===== config.mk =====
export PLATFORM = sky130hd
export DESIGN_NAME = pcn_top
export DESIGN_NICKNAME = d
export VERILOG_FILES = /design/src/pcn_pkg.sv /design/src/pcn_top.sv
export SDC_FILE = /design/constraint.sdc
export NUM_CORES = 1
export LEC_CHECK = 0
export BUFFER_PORTS_ARGS = -buffer_cell sky130_fd_sc_hd__buf_2
export CAP_MARGIN = 20
export CORE_MARGIN = 2
export CORE_UTILIZATION = 40
export DETAILED_ROUTE_END_ITERATION = 12
export GPL_TIMING_DRIVEN = 0
export PLACE_DENSITY = 0.58
export REMOVE_ABC_BUFFERS = 1
export SETUP_SLACK_MARGIN = 0.3
export SLEW_MARGIN = 20
export SYNTH_ARGS = -nofsm -noshare
export SYNTH_HDL_FRONTEND = slang
export SYNTH_SLANG_ARGS = --single-unit

===== constraint.sdc =====
create_clock -name clk_in -period 2.1 [get_ports clk_in]
set_clock_uncertainty 0.2 [all_clocks]
set_input_delay 0.42 -clock clk_in [delete_from_list [all_inputs] [get_ports clk_in]]
set_output_delay 0.42 -clock clk_in [all_outputs]
set_load 0.05 [all_outputs]

===== src/pcn_pkg.sv =====
// Package for the pin change notification block: map, fields, states and carriers
package pcn_pkg;
  localparam int PIN_NUM = 24;
  localparam int PIN_LO_NUM = 16;
  localparam int PIN_HI_NUM = 8;
  localparam int ADDR_W = 4;
  // Byte addresses, one aligned word per register
  localparam logic [ADDR_W-1:0] OFS_IRQ_EN_LO = 4'h0;
  localparam logic [ADDR_W-1:0] OFS_IRQ_EN_HI = 4'h4;
  localparam logic [ADDR_W-1:0] OFS_PULLUP_LO = 4'h8;
  localparam logic [ADDR_W-1:0] OFS_PULLUP_HI = 4'hC;
  localparam int IDX_CTRL = 4;
  localparam int IDX_PORT_LO = 5;
  localparam int IDX_PORT_HI = 6;
  localparam int IDX_STATUS = 7;
  localparam int IDX_STAT_CLR = 8;
  localparam int IDX_STAT_EN = 9;
  localparam int WORD_W = 32;
  localparam logic [15:0] EN_RESET = 16'h0000;
  localparam logic [15:0] HI_MASK = 16'h00FF;
  // Control word fields
  localparam int CTRL_IRQ_EN_BIT = 0;
  localparam int CTRL_FLAG_BIT = 1;
  localparam int CTRL_PRIO_LSB = 4;
  localparam int CTRL_CPU_PRIO_LSB = 8;
  localparam int PRIO_W = 3;
  // Status / event bits
  localparam int EV_CHANGE_BIT = 0;
  localparam int EV_WAKE_BIT = 1;
  localparam int EV_W = 2;

  typedef enum logic [1:0] {
    PCN_RUN = 2'b00,
    PCN_SLEEP = 2'b01,
    PCN_IDLE = 2'b10
  } pcn_power_type;

  typedef struct packed {
    logic [15:0] irq_en_lo;
    logic [15:0] irq_en_hi;
    logic [15:0] pullup_lo;
    logic [15:0] pullup_hi;
    logic change_irq_flag;
    logic change_irq_enable;
    logic [PRIO_W-1:0] change_prio;
    logic [PRIO_W-1:0] cpu_prio;
    logic [PIN_NUM-1:0] sync1;
    logic [PIN_NUM-1:0] sync2;
    logic [PIN_NUM-1:0] last_read;
    pcn_power_type power;
    logic wake;
    logic wake_vector;
    logic [EV_W-1:0] status;
    logic [EV_W-1:0] status_en;
    logic irq;
    logic low_power;
    logic change_irq;
    logic [31:0] rdata;
    logic ack;
  } pcn_state_type;
endpackage


===== src/pcn_top.sv =====
// Pin change notification block with wake logic and Avalon-MM register slave
//
// Decided for this implementation: register access over Avalon-MM and the placing of the registers.
`timescale 1ns/1ns
// Overview of operation
// - Change detection keeps running in sleep and idle states.
// - Any change on an enabled pin sets the shared change flag.
// - Flag set with change interrupt enabled wakes from sleep or idle.
// - Change priority not above CPU priority resumes after sleep instruction.
// - Change priority above CPU priority resumes at the change vector.
// - Low enable register holds read/write change enables for pins 0-15.
// - High enable register holds pins 16-23 enables; upper byte reads zero.
// - Low pull-up register holds read/write pull-up enables for pins 0-15.
// - High pull-up register holds pins 16-23 pull-ups; upper byte reads zero.
// - All enable and pull-up bits clear to zero at reset.
// - Reading the port clears the mismatch and re-arms detection.
module pcn_top #(
  parameter int PINS = pcn_pkg::PIN_NUM
) (
  // Clock and reset
  input wire logic clk_in,
  input wire logic rstn_in,
  // Avalon-MM slave
  input wire logic [pcn_pkg::ADDR_W+1:0] avs_address_in,
  input wire logic avs_read_in,
  input wire logic avs_write_in,
  input wire logic [31:0] avs_writedata_in,
  output logic [31:0] avs_readdata_out,
  output logic avs_waitrequest_out,
  // Pins and power management
  input wire logic [pcn_pkg::PIN_NUM-1:0] pin_in,
  input wire logic sleep_req_in,
  input wire logic idle_req_in,
  output logic [pcn_pkg::PIN_NUM-1:0] pin_pullup_enable_out,
  output logic low_power_out,
  output logic wake_out,
  output logic wake_vector_out,
  output logic change_irq_out,
  output logic irq_out
);
  if (PINS != pcn_pkg::PIN_NUM) begin : g_bad_pins
    $error("pcn_top supports only 24 pins");
  end

  // Word indices of the two enable and two pull-up registers, widened to the decode width
  localparam logic [3:0] W_EN_LO = {2'b00, pcn_pkg::OFS_IRQ_EN_LO[pcn_pkg::ADDR_W-1:2]};
  localparam logic [3:0] W_EN_HI = {2'b00, pcn_pkg::OFS_IRQ_EN_HI[pcn_pkg::ADDR_W-1:2]};
  localparam logic [3:0] W_PU_LO = {2'b00, pcn_pkg::OFS_PULLUP_LO[pcn_pkg::ADDR_W-1:2]};
  localparam logic [3:0] W_PU_HI = {2'b00, pcn_pkg::OFS_PULLUP_HI[pcn_pkg::ADDR_W-1:2]};
  localparam logic [3:0] W_CTRL = 4'(pcn_pkg::IDX_CTRL);
  localparam logic [3:0] W_PORT_LO = 4'(pcn_pkg::IDX_PORT_LO);
  localparam logic [3:0] W_PORT_HI = 4'(pcn_pkg::IDX_PORT_HI);
  localparam logic [3:0] W_STATUS = 4'(pcn_pkg::IDX_STATUS);
  localparam logic [3:0] W_STAT_CLR = 4'(pcn_pkg::IDX_STAT_CLR);
  localparam logic [3:0] W_STAT_EN = 4'(pcn_pkg::IDX_STAT_EN);

  pcn_pkg::pcn_state_type cur;
  pcn_pkg::pcn_state_type nxt;
  logic [pcn_pkg::PIN_NUM-1:0] pin_change_enable;
  logic mismatch;
  logic access;
  logic [3:0] word_idx;

  // Word index of a byte address; registers use only aligned words
  function automatic logic [3:0] word_of(input logic [pcn_pkg::ADDR_W+1:0] a);
    word_of = a[pcn_pkg::ADDR_W+1:2];
  endfunction

  function automatic logic [31:0] lo16(input logic [15:0] v);
    lo16 = {16'h0000, v};
  endfunction

  assign pin_change_enable = {cur.irq_en_hi[7:0], cur.irq_en_lo};
  assign mismatch = |((cur.sync2 ^ cur.last_read) & pin_change_enable);
  // One-wait access: waitrequest drops in the cycle after the request
  assign access = (avs_read_in | avs_write_in) & ~cur.ack;
  assign word_idx = word_of(avs_address_in);

  always_comb begin
    nxt = cur;
    nxt.ack = access;
    nxt.wake = 1'b0;
    nxt.wake_vector = 1'b0;
    nxt.sync1 = pin_in;
    nxt.sync2 = cur.sync1;
    // Write decode
    // Writes land at the edge where the master sees waitrequest low
    if (cur.ack && avs_write_in) begin
      if (word_idx == W_EN_LO) begin
        nxt.irq_en_lo = avs_writedata_in[15:0];
      end else if (word_idx == W_EN_HI) begin
        nxt.irq_en_hi = avs_writedata_in[15:0] & pcn_pkg::HI_MASK;
      end else if (word_idx == W_PU_LO) begin
        nxt.pullup_lo = avs_writedata_in[15:0];
      end else if (word_idx == W_PU_HI) begin
        nxt.pullup_hi = avs_writedata_in[15:0] & pcn_pkg::HI_MASK;
      end else if (word_idx == 4'(pcn_pkg::IDX_CTRL)) begin
        nxt.change_irq_enable = avs_writedata_in[pcn_pkg::CTRL_IRQ_EN_BIT];
        // Flag is write-zero-to-clear; software clears it before enabling
        if (!avs_writedata_in[pcn_pkg::CTRL_FLAG_BIT]) begin
          nxt.change_irq_flag = 1'b0;
        end
        nxt.change_prio = avs_writedata_in[pcn_pkg::CTRL_PRIO_LSB +: pcn_pkg::PRIO_W];
        nxt.cpu_prio = avs_writedata_in[pcn_pkg::CTRL_CPU_PRIO_LSB +: pcn_pkg::PRIO_W];
      end else if (word_idx == 4'(pcn_pkg::IDX_STAT_CLR)) begin
        nxt.status = cur.status & ~avs_writedata_in[pcn_pkg::EV_W-1:0];
      end else if (word_idx == 4'(pcn_pkg::IDX_STAT_EN)) begin
        nxt.status_en = avs_writedata_in[pcn_pkg::EV_W-1:0];
      end
    end
    // Read decode; port reads capture the snapshot
    nxt.rdata = 32'h0000_0000;
    if (access && avs_read_in) begin
      if (word_idx == W_EN_LO) begin
        nxt.rdata = lo16(cur.irq_en_lo);
      end else if (word_idx == W_EN_HI) begin
        nxt.rdata = lo16(cur.irq_en_hi & pcn_pkg::HI_MASK);
      end else if (word_idx == W_PU_LO) begin
        nxt.rdata = lo16(cur.pullup_lo);
      end else if (word_idx == W_PU_HI) begin
        nxt.rdata = lo16(cur.pullup_hi & pcn_pkg::HI_MASK);
      end else if (word_idx == 4'(pcn_pkg::IDX_CTRL)) begin
        nxt.rdata = {21'h000000, cur.cpu_prio, 1'b0, cur.change_prio,
                     2'h0, cur.change_irq_flag, cur.change_irq_enable};
      end else if (word_idx == 4'(pcn_pkg::IDX_PORT_LO)) begin
        nxt.rdata = lo16(cur.sync2[15:0]);
        nxt.last_read[15:0] = cur.sync2[15:0];
      end else if (word_idx == 4'(pcn_pkg::IDX_PORT_HI)) begin
        nxt.rdata = {24'h000000, cur.sync2[23:16]};
        nxt.last_read[23:16] = cur.sync2[23:16];
      end else if (word_idx == 4'(pcn_pkg::IDX_STATUS)) begin
        nxt.rdata = {30'h00000000, cur.status};
      end else if (word_idx == 4'(pcn_pkg::IDX_STAT_EN)) begin
        nxt.rdata = {30'h00000000, cur.status_en};
      end
    end
    // Detection runs in every power state; set wins over clear
    if (mismatch) begin
      nxt.change_irq_flag = 1'b1;
      nxt.status[pcn_pkg::EV_CHANGE_BIT] = 1'b1;
    end
    // Power state machine
    case (cur.power)
      pcn_pkg::PCN_RUN: begin
        if (sleep_req_in) begin
          nxt.power = pcn_pkg::PCN_SLEEP;
        end else if (idle_req_in) begin
          nxt.power = pcn_pkg::PCN_IDLE;
        end
      end
      pcn_pkg::PCN_SLEEP, pcn_pkg::PCN_IDLE: begin
        if (cur.change_irq_flag && cur.change_irq_enable) begin
          nxt.power = pcn_pkg::PCN_RUN;
          nxt.wake = 1'b1;
          nxt.wake_vector = cur.change_prio > cur.cpu_prio;
          nxt.status[pcn_pkg::EV_WAKE_BIT] = 1'b1;
        end
      end
      default: begin
        nxt.power = pcn_pkg::PCN_RUN;
      end
    endcase
    nxt.irq = |(nxt.status & nxt.status_en);
    // Registered copies so that every output leaves a flip-flop
    nxt.low_power = nxt.power != pcn_pkg::PCN_RUN;
    nxt.change_irq = nxt.change_irq_flag & nxt.change_irq_enable;
  end

  always_ff @(posedge clk_in) begin
    if (!rstn_in) begin
      cur <= '0;
      cur.power <= pcn_pkg::PCN_RUN;
    end else begin
      cur <= nxt;
    end
  end

  assign avs_readdata_out = cur.rdata;
  assign avs_waitrequest_out = ~cur.ack;
  assign pin_pullup_enable_out = {cur.pullup_hi[7:0], cur.pullup_lo};
  assign low_power_out = cur.low_power;
  assign wake_out = cur.wake;
  assign wake_vector_out = cur.wake_vector;
  assign change_irq_out = cur.change_irq;
  assign irq_out = cur.irq;

  a_flag_on_change: assert property (@(posedge clk_in) disable iff (!rstn_in)
    mismatch |=> cur.change_irq_flag) else $error("change flag not set");
  a_wake_exit: assert property (@(posedge clk_in) disable iff (!rstn_in)
    (cur.power != pcn_pkg::PCN_RUN && cur.change_irq_flag && cur.change_irq_enable)
    |=> wake_out && !low_power_out) else $error("no wake");
  a_wake_resume: assert property (@(posedge clk_in) disable iff (!rstn_in)
    (wake_out && $past(cur.change_prio) <= $past(cur.cpu_prio)) |-> !wake_vector_out)
    else $error("vectored at low priority");
  a_wake_vector: assert property (@(posedge clk_in) disable iff (!rstn_in)
    (wake_out && $past(cur.change_prio) > $past(cur.cpu_prio)) |-> wake_vector_out)
    else $error("no vector at high priority");
  a_hi_upper_zero: assert property (@(posedge clk_in) disable iff (!rstn_in)
    cur.irq_en_hi[15:8] == 8'h00 && cur.pullup_hi[15:8] == 8'h00)
    else $error("upper byte set");
  a_reset_clear: assert property (@(posedge clk_in)
    !rstn_in |=> pin_pullup_enable_out == 24'h000000 && !change_irq_out)
    else $error("reset not clear");
  a_read_rearm: assert property (@(posedge clk_in) disable iff (!rstn_in)
    (access && avs_read_in && word_idx == 4'(pcn_pkg::IDX_PORT_LO))
    |=> cur.last_read[15:0] == $past(cur.sync2[15:0])) else $error("no rearm");
  a_sleep_detect: assert property (@(posedge clk_in) disable iff (!rstn_in)
    (low_power_out && mismatch) |=> cur.change_irq_flag)
    else $error("lost change in low power");
  a_ack_one: assert property (@(posedge clk_in) disable iff (!rstn_in)
    (avs_read_in || avs_write_in) |-> ##[0:1] !avs_waitrequest_out)
    else $error("bus slow");

  // Register file: writes, reads and unimplemented bits
  a_en_lo_write: assert property (@(posedge clk_in) disable iff (!rstn_in)
    (cur.ack && avs_write_in && word_idx == W_EN_LO)
    |=> cur.irq_en_lo == $past(avs_writedata_in[15:0])) else $error("enable lo write");
  a_en_hi_write: assert property (@(posedge clk_in) disable iff (!rstn_in)
    (cur.ack && avs_write_in && word_idx == W_EN_HI)
    |=> cur.irq_en_hi == ($past(avs_writedata_in[15:0]) & pcn_pkg::HI_MASK))
    else $error("enable hi write");
  a_pu_lo_write: assert property (@(posedge clk_in) disable iff (!rstn_in)
    (cur.ack && avs_write_in && word_idx == W_PU_LO)
    |=> cur.pullup_lo == $past(avs_writedata_in[15:0])) else $error("pull-up lo write");
  a_pu_hi_write: assert property (@(posedge clk_in) disable iff (!rstn_in)
    (cur.ack && avs_write_in && word_idx == W_PU_HI)
    |=> cur.pullup_hi == ($past(avs_writedata_in[15:0]) & pcn_pkg::HI_MASK))
    else $error("pull-up hi write");
  a_en_lo_read: assert property (@(posedge clk_in) disable iff (!rstn_in)
    (access && avs_read_in && word_idx == W_EN_LO)
    |=> avs_readdata_out == {16'h0000, $past(cur.irq_en_lo)}) else $error("enable lo read");
  a_en_hi_read: assert property (@(posedge clk_in) disable iff (!rstn_in)
    (access && avs_read_in && word_idx == W_EN_HI)
    |=> avs_readdata_out[31:8] == 24'h000000) else $error("enable hi upper bits");
  a_pu_lo_read: assert property (@(posedge clk_in) disable iff (!rstn_in)
    (access && avs_read_in && word_idx == W_PU_LO)
    |=> avs_readdata_out == {16'h0000, $past(cur.pullup_lo)}) else $error("pull-up lo read");
  a_pu_hi_read: assert property (@(posedge clk_in) disable iff (!rstn_in)
    (access && avs_read_in && word_idx == W_PU_HI)
    |=> avs_readdata_out[31:8] == 24'h000000) else $error("pull-up hi upper bits");
  a_pullup_drive: assert property (@(posedge clk_in) disable iff (!rstn_in)
    pin_pullup_enable_out == {cur.pullup_hi[7:0], cur.pullup_lo})
    else $error("pull-up pins differ");

  // Reset leaves every enable, pull-up and power output clear
  a_reset_enables: assert property (@(posedge clk_in)
    !rstn_in |=> cur.irq_en_lo == 16'h0000 && cur.irq_en_hi == 16'h0000)
    else $error("enables not cleared");
  a_reset_pullups: assert property (@(posedge clk_in)
    !rstn_in |=> cur.pullup_lo == 16'h0000 && cur.pullup_hi == 16'h0000)
    else $error("pull-ups not cleared");
  a_reset_power: assert property (@(posedge clk_in)
    !rstn_in |=> !low_power_out && !wake_out && !wake_vector_out && !irq_out)
    else $error("power outputs not cleared");
  a_reset_flag: assert property (@(posedge clk_in)
    !rstn_in |=> !cur.change_irq_flag && !cur.change_irq_enable)
    else $error("flag not cleared");

  // Bus handshake: one wait cycle, then a single ready cycle
  a_wait_pulse: assert property (@(posedge clk_in) disable iff (!rstn_in)
    !avs_waitrequest_out |=> avs_waitrequest_out) else $error("ready held");
  a_idle_bus: assert property (@(posedge clk_in) disable iff (!rstn_in)
    !(avs_read_in || avs_write_in) |=> avs_waitrequest_out) else $error("ready unasked");

  // Sampling chain and port snapshot
  a_sync_first: assert property (@(posedge clk_in) disable iff (!rstn_in)
    $past(rstn_in) |-> cur.sync1 == $past(pin_in)) else $error("first stage");
  a_sync_second: assert property (@(posedge clk_in) disable iff (!rstn_in)
    $past(rstn_in) |-> cur.sync2 == $past(cur.sync1)) else $error("second stage");
  a_rearm_hi: assert property (@(posedge clk_in) disable iff (!rstn_in)
    (access && avs_read_in && word_idx == W_PORT_HI)
    |=> cur.last_read[23:16] == $past(cur.sync2[23:16])) else $error("no rearm hi");
  a_port_lo_data: assert property (@(posedge clk_in) disable iff (!rstn_in)
    (access && avs_read_in && word_idx == W_PORT_LO)
    |=> avs_readdata_out == {16'h0000, $past(cur.sync2[15:0])}) else $error("port lo data");
  a_port_hi_data: assert property (@(posedge clk_in) disable iff (!rstn_in)
    (access && avs_read_in && word_idx == W_PORT_HI)
    |=> avs_readdata_out == {24'h000000, $past(cur.sync2[23:16])})
    else $error("port hi data");

  // Flag and status behaviour
  a_flag_cause: assert property (@(posedge clk_in) disable iff (!rstn_in)
    (!cur.change_irq_flag && !mismatch) |=> !cur.change_irq_flag)
    else $error("flag without change");
  a_idle_detect: assert property (@(posedge clk_in) disable iff (!rstn_in)
    (cur.power == pcn_pkg::PCN_IDLE && mismatch) |=> cur.change_irq_flag)
    else $error("lost change in idle");
  a_status_sticky: assert property (@(posedge clk_in) disable iff (!rstn_in)
    (cur.status[pcn_pkg::EV_CHANGE_BIT] && !(cur.ack && avs_write_in && word_idx == W_STAT_CLR))
    |=> cur.status[pcn_pkg::EV_CHANGE_BIT]) else $error("status lost");
  a_irq_level: assert property (@(posedge clk_in) disable iff (!rstn_in)
    irq_out == |(cur.status & cur.status_en)) else $error("irq level");
  a_change_irq: assert property (@(posedge clk_in) disable iff (!rstn_in)
    change_irq_out == (cur.change_irq_flag && cur.change_irq_enable))
    else $error("change irq level");

  // Power states and wake pulses
  a_low_power_lvl: assert property (@(posedge clk_in) disable iff (!rstn_in)
    low_power_out == (cur.power != pcn_pkg::PCN_RUN)) else $error("low power level");
  a_wake_pulse: assert property (@(posedge clk_in) disable iff (!rstn_in)
    wake_out |=> !wake_out) else $error("wake held");
  a_wake_origin: assert property (@(posedge clk_in) disable iff (!rstn_in)
    wake_out |-> $past(low_power_out)) else $error("wake from run");
  a_no_wake_off: assert property (@(posedge clk_in) disable iff (!rstn_in)
    (low_power_out && !cur.change_irq_enable) |=> !wake_out && low_power_out)
    else $error("wake while disabled");
  a_vector_pair: assert property (@(posedge clk_in) disable iff (!rstn_in)
    wake_vector_out |-> wake_out) else $error("vector without wake");
  a_wake_status: assert property (@(posedge clk_in) disable iff (!rstn_in)
    wake_out |-> cur.status[pcn_pkg::EV_WAKE_BIT]) else $error("wake not logged");

  c_wake_idle: cover property (@(posedge clk_in) disable iff (!rstn_in)
    cur.power == pcn_pkg::PCN_IDLE ##1 wake_out);
  c_wake_resume: cover property (@(posedge clk_in) disable iff (!rstn_in)
    wake_out && !wake_vector_out);
  c_wake_sleep: cover property (@(posedge clk_in) disable iff (!rstn_in)
    cur.power == pcn_pkg::PCN_SLEEP ##1 wake_out);
  c_wake_vec: cover property (@(posedge clk_in) disable iff (!rstn_in) wake_vector_out);
  c_port_read: cover property (@(posedge clk_in) disable iff (!rstn_in)
    cur.change_irq_flag ##1 (access && word_idx == 4'(pcn_pkg::IDX_PORT_LO)));
endmodule // pcn_top


Yosys cells after proc, flatten, opt, wreduce, memory -nomap -nowiden
Index checks and enable logic that the tools add are counted.

$lt $le $gt $ge: 1. Equality and inequality tests: 11. Multiplexer cells: 32. Bitwise operators: 17. Reduce and logical (&&, ||, !) cells: 20.

Operators by type and width (count): 2-to-1 mux 16 bit (6); 2-to-1 mux 8 bit (7); AND 24 bit (1); 2-to-1 mux 4 bit (6); OR reduction 24 bit (1); XOR 24 bit (1); == test 4 x 3 -> 1 bit (second input constant) (4); 2-to-1 mux 2 bit (7); OR reduction 10 bit (1); NOT 1 bit (9); == test 4 x 2 -> 1 bit (second input constant) (2); == test 4 bit (second input constant) (2); AND reduction 8 bit (1); AND reduction 7 bit (1); AND reduction 2 bit (3); AND reduction 3 bit (2); AND reduction 6 bit (1); 2-to-1 mux 5 bit (1); AND reduction 5 bit (1); AND 2 bit (2); == test 4 x 1 -> 1 bit (second input constant) (1); zero test 4 bit (1); 2-to-1 mux 1 bit (4); case mux 2 bit (2 select lines) (1); 11 further kinds (15).

Bits in registers: 172. Input port bits: 68. Output and inout port bits: 62.

Longest topological paths before layout
Gate-level depths: netlist of the first run.

Word-level depth: 13. Gate-level depth with buffers: 8. Depth with buffers taken out: 6.

Worst setup path after synthesis of the first run
No wires, ideal clock.

Kind: in2reg. Start point: in avs_address_in[3] (netlist name). End point: reg cur, in the netlist irq_out. Arrival time: 1.568 ns. Slack: 0.206 ns. Stages: 6. Path buffers: 2. Cell sequence: buf_4 -> buf_6 -> nor4_1 -> nand2_1 -> a2111oi_2 -> o2bb2ai_1.

Word-level cells in the longest chain between the ends: 12.

RTL lines: start, declared (line pcn_top.sv:24) `input wire logic [pcn_pkg::ADDR_W+1:0] avs_address_in,`; == test 4 bit (line pcn_top.sv:105) `end else if (word_idx == 4'(pcn_pkg::IDX_STAT_CLR)) begin`; 2-to-1 mux 2 bit (line pcn_top.sv:105); 2-to-1 mux 4 bit (line pcn_top.sv:97) `end else if (word_idx == 4'(pcn_pkg::IDX_CTRL)) begin`; 2-to-1 mux 4 bit (line pcn_top.sv:95) `end else if (word_idx == W_PU_HI) begin`; 2-to-1 mux 4 bit (line pcn_top.sv:93) `end else if (word_idx == W_PU_LO) begin`; 2-to-1 mux 4 bit (line pcn_top.sv:91) `end else if (word_idx == W_EN_HI) begin`; 2-to-1 mux 4 bit * (line pcn_top.sv:89) `if (word_idx == W_EN_LO) begin`; 2-to-1 mux 4 bit * (line pcn_top.sv:88) `if (cur.ack && avs_write_in) begin`; 2-to-1 mux 5 bit (line pcn_top.sv:152) `if (cur.change_irq_flag && cur.change_irq_enable) begin`; 2-to-1 mux 1 bit (line pcn_top.sv:143) `case (cur.power)`; AND 2 bit * (line pcn_top.sv:163) `nxt.irq = |(nxt.status & nxt.status_en);`; OR reduction 2 bit * (line pcn_top.sv:163); end signal, assigned (line pcn_top.sv:174) `cur <= nxt;`; end, declared (line pcn_top.sv:57) `pcn_pkg::pcn_state_type cur;`.

Every way passes the cells marked *; elsewhere a longest branch is shown, timed or not. A chain may end at the register's enable or synchronous reset.

Final worst setup path of the first run
Start point: reg cur[51] (netlist name). End point: reg cur, in the netlist change_irq_out.

Word-level cells in the longest chain between the ends: 5.

RTL lines: XOR 24 bit (line pcn_top.sv:74) `assign mismatch = |((cur.sync2 ^ cur.last_read) & pin_change_enable);`; AND 24 bit (line pcn_top.sv:74); OR reduction 24 bit (line pcn_top.sv:74); 2-to-1 mux 1 bit (line pcn_top.sv:138) `if (mismatch) begin`; AND 1 bit (line pcn_top.sv:166) `nxt.change_irq = nxt.change_irq_flag & nxt.change_irq_enable;`.

No other way between the ends.

==> results.md, run 1 <==
- Max Freq: 561 MHz
- P_leak: 3.43 nW
- Cells after synthesis: 731
- Initial DRC Count: ~280
- RSZ-0062 raised after global routing: yes
- Fin crit share: 84.9%
- GRT Max-Usage Layer: met2
- N_diodes: 0
- CTS tree: done
- Post-synth top area cell: dfxtp_1
- Die height: 135 um
- Layout area overhead: 21.0%
- Grt ovf: 0
- Row Count: 47
- Final Core Density: about 50%
- Remaining routing DRC violations: 0
- CP startpoint kind: flop
- Async set-reset flop share out of synthesis: 0%
- Cts bufs inserted: 17
- Met2 usage: 31.2%
- Initial antenna violation count: 0
- Max-Cap Viols: 0
- Final hold viol count: 0
- H-tree depth: 4
- Yosys cell types: 51
- Yosys Warn Count: 0
- #FFs+latches synth: 156
- Initial DRT Pass Iterations: 5
- Port Buffers: 95
- Worst hold margin: about 17 ps
- Routed wire length: between 15000 and 20000 um
- Power Total: 6.69 mW
- R2r endpoint: change_irq_out
- Final ANT Viol Nets: 0
- Clk sinks: around 160
- Dpl ws: -1420 ps
- Worst Setup End Kind: flop
- GR Util All Layers: 19.7%
- I/O pins: 130
- Slew Limit Fails: 0
- Post-synthesis sequential area ratio: 45.5%
- Crit path from: cur[51]
- Peak supply drop: about 0.56 mV
- Final GP Congestion: 0.849
- CTS root buf: clkbuf_16
- M3 GR Usage: 4.80%
- Clock buffer depth: 2
- Crit path to: change_irq_out
- Die X: 135 um
- Share of cells above drive strength 1: between 20% and 30%
- Worst setup margin: 318 ps
- Vias: ~5.2k
- Pin count of the biggest net entering global routing: 90
- M1 GR Usage: 25.7%
- R2R cell count: 7
- Reg2reg start: cur[51]
- Cell area power density: a little over 800 mW/mm^2
- WS Path Type: flop to flop
- Avg Cell Area, Syn: 9.39 sq um
- Ys flop type: dfxtp_1
- Routed wire length per instance: 16.9 um
- Crit Path Max Fanout: 2
- Final min period: 1780 ps
- Via density: 5.02
- Post-synth top area share: a little under half
- Worst-Skew Late Latency: approximately 420 ps
- FF-to-FF setup slack: 320 ps
- Worst EP required: 2200 ps
- Clk pin slew, worst setup/hold paths: ~60 ps
- Commonest cells after routing, fill and taps aside: 141 x dfxtp_1, 95 x nand2_1, 89 x buf_2
- Status: complete, no violations
- Mapped Area: 0.00687 sq mm
- Signal arrival time at the worst endpoint: roughly 1900 ps
- Post-synth EDFFs: 0
- Vias in the first global route: 5110
- Die ar.: 0.0182 sq mm
- Setup violators final: 0
- Area contributors post-synth: dfxtp_1 45%, mux2i_1 7.1%, buf_4 6.5%
- HPWL after DPL: 11700 um
- First-pass GRT wire length: around 27000 um
- Starting density of the core: 41.1%
- Non-Filler Instances: 1042
- Hold Crit Class: primary input to flop
- CORE AREA: 0.0167 sq mm
- Most common cell after layout, fill and taps aside: dfxtp_1
- DP Cell Count: 969
- Final net count: 884
## cell usage after synthesis (all sizes together) (7+ instances only)
cell type,n
clkbuf,24
nor2,21
o21ai,22
dfxtp,156
a211oi,8
inv,9
xor2,24
a21boi,41
nand2b,7
nor2b,60
a22oi,22
mux2i,49
a21oi,13
and2,50
buf,70
nand2,99
## per-stage QoR
stage	area (sq um)	setup TNS, ps
after CTS	8170	0
final	8300	0
after global routing	8300	0
after global placement	7070	-122540
after floorplan	6320	-610
after detailed placement	7120	-71380
## sequential cells by signal, indices dropped and copies added, names as in the netlist
signal                 cells
wake_out                   1
low_power_out              1
wake_vector_out            1
pin_pullup_enable_out     24
change_irq_out             1
irq_out                    1
avs_readdata_out          16
cur                      111
## critical path, stage by stage (launching register included)
cell and delay [ps]:
dfxtp_1 320, xor2_1 160, a22oi_1 220, nand4_1 110, buf_4 170, buf_4 130
nor4b_2 270, nor2b_1 90
## cell families (layout without fill, tap and decap cells)
logic type	Yosys count	in the layout	share of synthesized area, %
XOR/XNOR	24	24	3.06
multiplexers	52	52	7.64
AND/OR/NAND/NOR	259	259	20.1
buffers and inverters	103	179	9.26
other	1	16	0.0546
flip-flops	156	156	45.5
AO/OA/AOI/OAI	131	131	13.5
adder cells (fa/ha/maj)	5	5	0.911
## layer usage
layer  share of wire, %  vias up
met4                3.0        0
met1                 45     2477
met5                  0        -
li1                   -     2548
met2                 46      168
met3                5.9       37
## how the worst min path moves through the flow
stage / startpoint / end / cells after the start
6_report: pin_in[22] / cur[114] / 2
5_1_grt: pin_in[22] / cur[114] / 2
4_1_cts: pin_in[22] / cur[114] / 2
3_5_place_dp: cur[110] / cur[86] / 1
3_3_place_gp: cur[99] / cur[75] / 1
2_1_floorplan: cur[92] / cur[68] / 1
## where the power goes
part | leakage, nW | switching (mW) | internal [mW]
Clock | 0.275 | 1.18 | 1.89
Combinational | 1.88 | 0.339 | 0.212
Sequential | 1.27 | 0.0415 | 3.02
Total | 3.43 | 1.56 | 5.12
## area by class of cell
| type | instances | area [sq um] |
|---|---|---|
| Multi-Input combinational cell | 487 | 3320 |
| Timing Repair Buffer | 140 | 946 |
| Inverter | 9 | 33.8 |
| Sequential cell | 156 | 3140 |
| Fill cell | 1574 | 8400 |
| Clock buffer | 20 | 447 |
| Clock inverter | 10 | 143 |
| Tap cell | 220 | 275 |
## repair_timing
| action | 4_1_cts | 5_1_grt |
|---|---|---|
| setup endpoints to repair | 93 | 72 |
| cloned | 0 | 0 |
| setup buffers | 17 | 6 |
| gates resized for setup | 27 | 29 |
| hold endpoints to repair | 20 | 0 |
| hold buffers | 20 | 0 |
| pin swaps | 7 | 3 |
(Power assumes the default switching activity.)
==> run 2: changes to the inputs <==
- clock period: 2.1 -> 1.85 ns (I/O delays scaled with it)
==> run 2 against run 1 <==
  * Sequential power rose by 13%
  * Largest cell class unchanged
  * Setup slack got worse by 230 ps
  * Sequential share of layout area down 2.9 points
  * Global-route usage rose by 0.61 points
  * Cell count rose by 3.2%
  * Total power up 15%
  * Combinational power is 37% higher
==> results.md, run 2 (same netlist as run 1, synthesis figures left out) <==
- I/O pins: 130 (unchanged)
- Final GP Congestion: 0.849 (unchanged)
- WL met2: 8810 um (was 8180 um)
- Hold Crit Class: primary input to flop (unchanged)
- WS Path Type: flop to flop (unchanged)
- Signal arrival time at the worst endpoint: 1870 ps (was 1880 ps)
- Final net count: 917 (was 884)
- RSZ-0062 raised after global routing: yes (unchanged)
- Worst Setup End Kind: flop (unchanged)
- Top Layer Used: met4 (unchanged)
- Clk sinks: 156 (unchanged)
- CTS tree: done (unchanged)
- Non-Filler Instances: 1075 (was 1042)
- Worst-Skew Late Latency: 430 ps (was 420 ps)
- Peak supply drop: 0.663 mV (was 0.564 mV)
- Max-Cap Viols: 0 (unchanged)
- Routed wire length per instance: 17.2 um (was 16.9 um)
- Vias in the first global route: 5244 (was 5110)
- Commonest cells after routing, fill and taps aside: 119 x dfxtp_1, 92 x nand2_1, 55 x nor2b_1 (was 141 x dfxtp_1, 95 x nand2_1, 89 x buf_2)
- Worst setup margin: 86.4 ps (was 318 ps)
- GR Util All Layers: 20.3% (was 19.7%)
- Layout area overhead: 32.9% (was 21.0%)
- Via density: 5.06 (was 5.02)
- Initial antenna violation count: 0 (unchanged)
- Vias: 5437 (was 5230)
- Fin crit share: 95.3% (was 84.9%)
- Port Buffers: 95 (unchanged)
- Largest Register: cur (unchanged)
- Grt ovf: 0 (unchanged)
- Max FFs per register: 111 (unchanged)
- Dpl ws: -1620 ps (was -1420 ps)
- Slew Limit Fails: 0 (unchanged)
- First-pass GRT wire length: 28200 um (was 27400 um)
- Status: complete, no violations (unchanged)
- Final ANT Viol Nets: 0 (unchanged)
- Remaining routing DRC violations: 0 (unchanged)
- Die height: 135 um (unchanged)
- Met3 wire length: 1070 um (was 1040 um)
- Most common cell after layout, fill and taps aside: dfxtp_1 (unchanged)
- Worst EP required: 1960 ps (was 2200 ps)
- Row Count: 47 (unchanged)
- Cts bufs inserted: 17 (unchanged)
- Die X: 135 um (unchanged)
- Share of cells above drive strength 1: 30.8% (was 23.4%)
- H-tree depth: 4 (unchanged)
- Clock buffer depth: 2 (unchanged)
- Max Freq: 567 MHz (was 561 MHz)
- Clk pin slew, worst setup/hold paths: 60 ps (about the same)
- Routed wire length: 18500 um (was 17600 um)
- HPWL after DPL: 11700 um (unchanged)
- CTS root buf: clkbuf_16 (unchanged)
- Crit Path Max Fanout: 2 (unchanged)
- CP startpoint kind: flop (unchanged)
- Pin count of the biggest net entering global routing: 90 (unchanged)
- Initial DRC Count: 281 (was 275)
- Initial DRT Pass Iterations: 5 (unchanged)
- Final hold viol count: 0 (unchanged)
- CORE AREA: 0.0167 sq mm (unchanged)
- Met1 WL: 8160 um (was 7880 um)
- Die ar.: 0.0182 sq mm (unchanged)
- Setup violators final: 0 (unchanged)
- DP Cell Count: 969 (unchanged)
- P_leak: 3.71 nW (was 3.43 nW)
- N_diodes: 0 (unchanged)
- # fillers: 1486 (was 1574)
- Final min period: 1760 ps (was 1780 ps)
- Starting density of the core: 41.1% (unchanged)
- Cell area power density: 847 mW/mm^2 (was 805 mW/mm^2)
run 2: changes by cell type in the layout (fill, tap and decap cells not counted), sizes merged:
| cell | delta |
|---|---|
| clkbuf | +1 |
| buf | +22 |
| dlygate4sd3 | +9 |
| nand3 | +1 |
run 2: final timing paths:
kind | startpoint | to | slack [ps] | cells after the start
max | cur[51] | irq_out | 90 | 6
min reg2reg | cur[103] | cur[79] | 230 | 1
min | avs_writedata_in[12] | cur[184] | 5 | 3
max reg2reg | cur[51] | irq_out | 90 | 6
run 2: layer usage:
metal  GRT usage (%)  vias up
met2            32.7      181
met4            8.04        0
li1                -     2623
met5               0        -
met3            5.29       45
met1            26.1     2588
run 2: what timing repair did:
item / CTS / global route
endpoints found under the setup margin: 150 / 89
buffers inserted: 31 / 14
hold buffers: 29 / 0
gates resized for setup: 160 / 73
hold endpoints to repair: 30 / 0
pin swaps: 20 / 18
cloned: 0 / 2
run 2: worst max-delay path, cell delays in order (launching register included):
cell	delay, ps
dfxtp_2	320
xor2_1	160
a22oi_1	220
nand4_1	130
buf_6	150
a2111oi_4	350
o2bb2ai_1	110
run 2: power by group:
group / internal, mW / total [mW] / switching, mW / leakage, nW
sequential: 3.42 / 3.47 / 0.0464 / 1.29
clock: 2.14 / 3.50 / 1.35 / 0.275
combinational: 0.325 / 0.755 / 0.430 / 2.14
total: 5.89 / 7.72 / 1.83 / 3.71
run 2: layout make-up:
class,count,area (sq um),area share (%)
Sequential cell,156,3190,34.9
Inverter,9,36.3,0.398
Timing Repair Buffer,172,1550,17.0
Multi-Input combinational cell,488,3480,38.2
Clock inverter,10,143,1.56
Clock buffer,20,447,4.90
Tap cell,220,275,3.02
run 2: stage by stage:
| stage | util (%) | instance area [sq um] | power (mW) | setup TNS (ps) | hold WS (ps) |
|---|---|---|---|---|---|
| floorplan | - | 6320 | 3.84 | -3810 | 212 |
| global placement | 42.3 | 7070 | 4.06 | -153740 | 219 |
| detailed placement | 42.6 | 7120 | 4.07 | -91550 | 217 |
| CTS | 52.5 | 8760 | 7.72 | 0 | 1.39 |
| global route | 54.6 | 9120 | 7.99 | 0 | 7.53 |
| finish | 54.6 | 9120 | 7.72 | 0 | 4.81 |
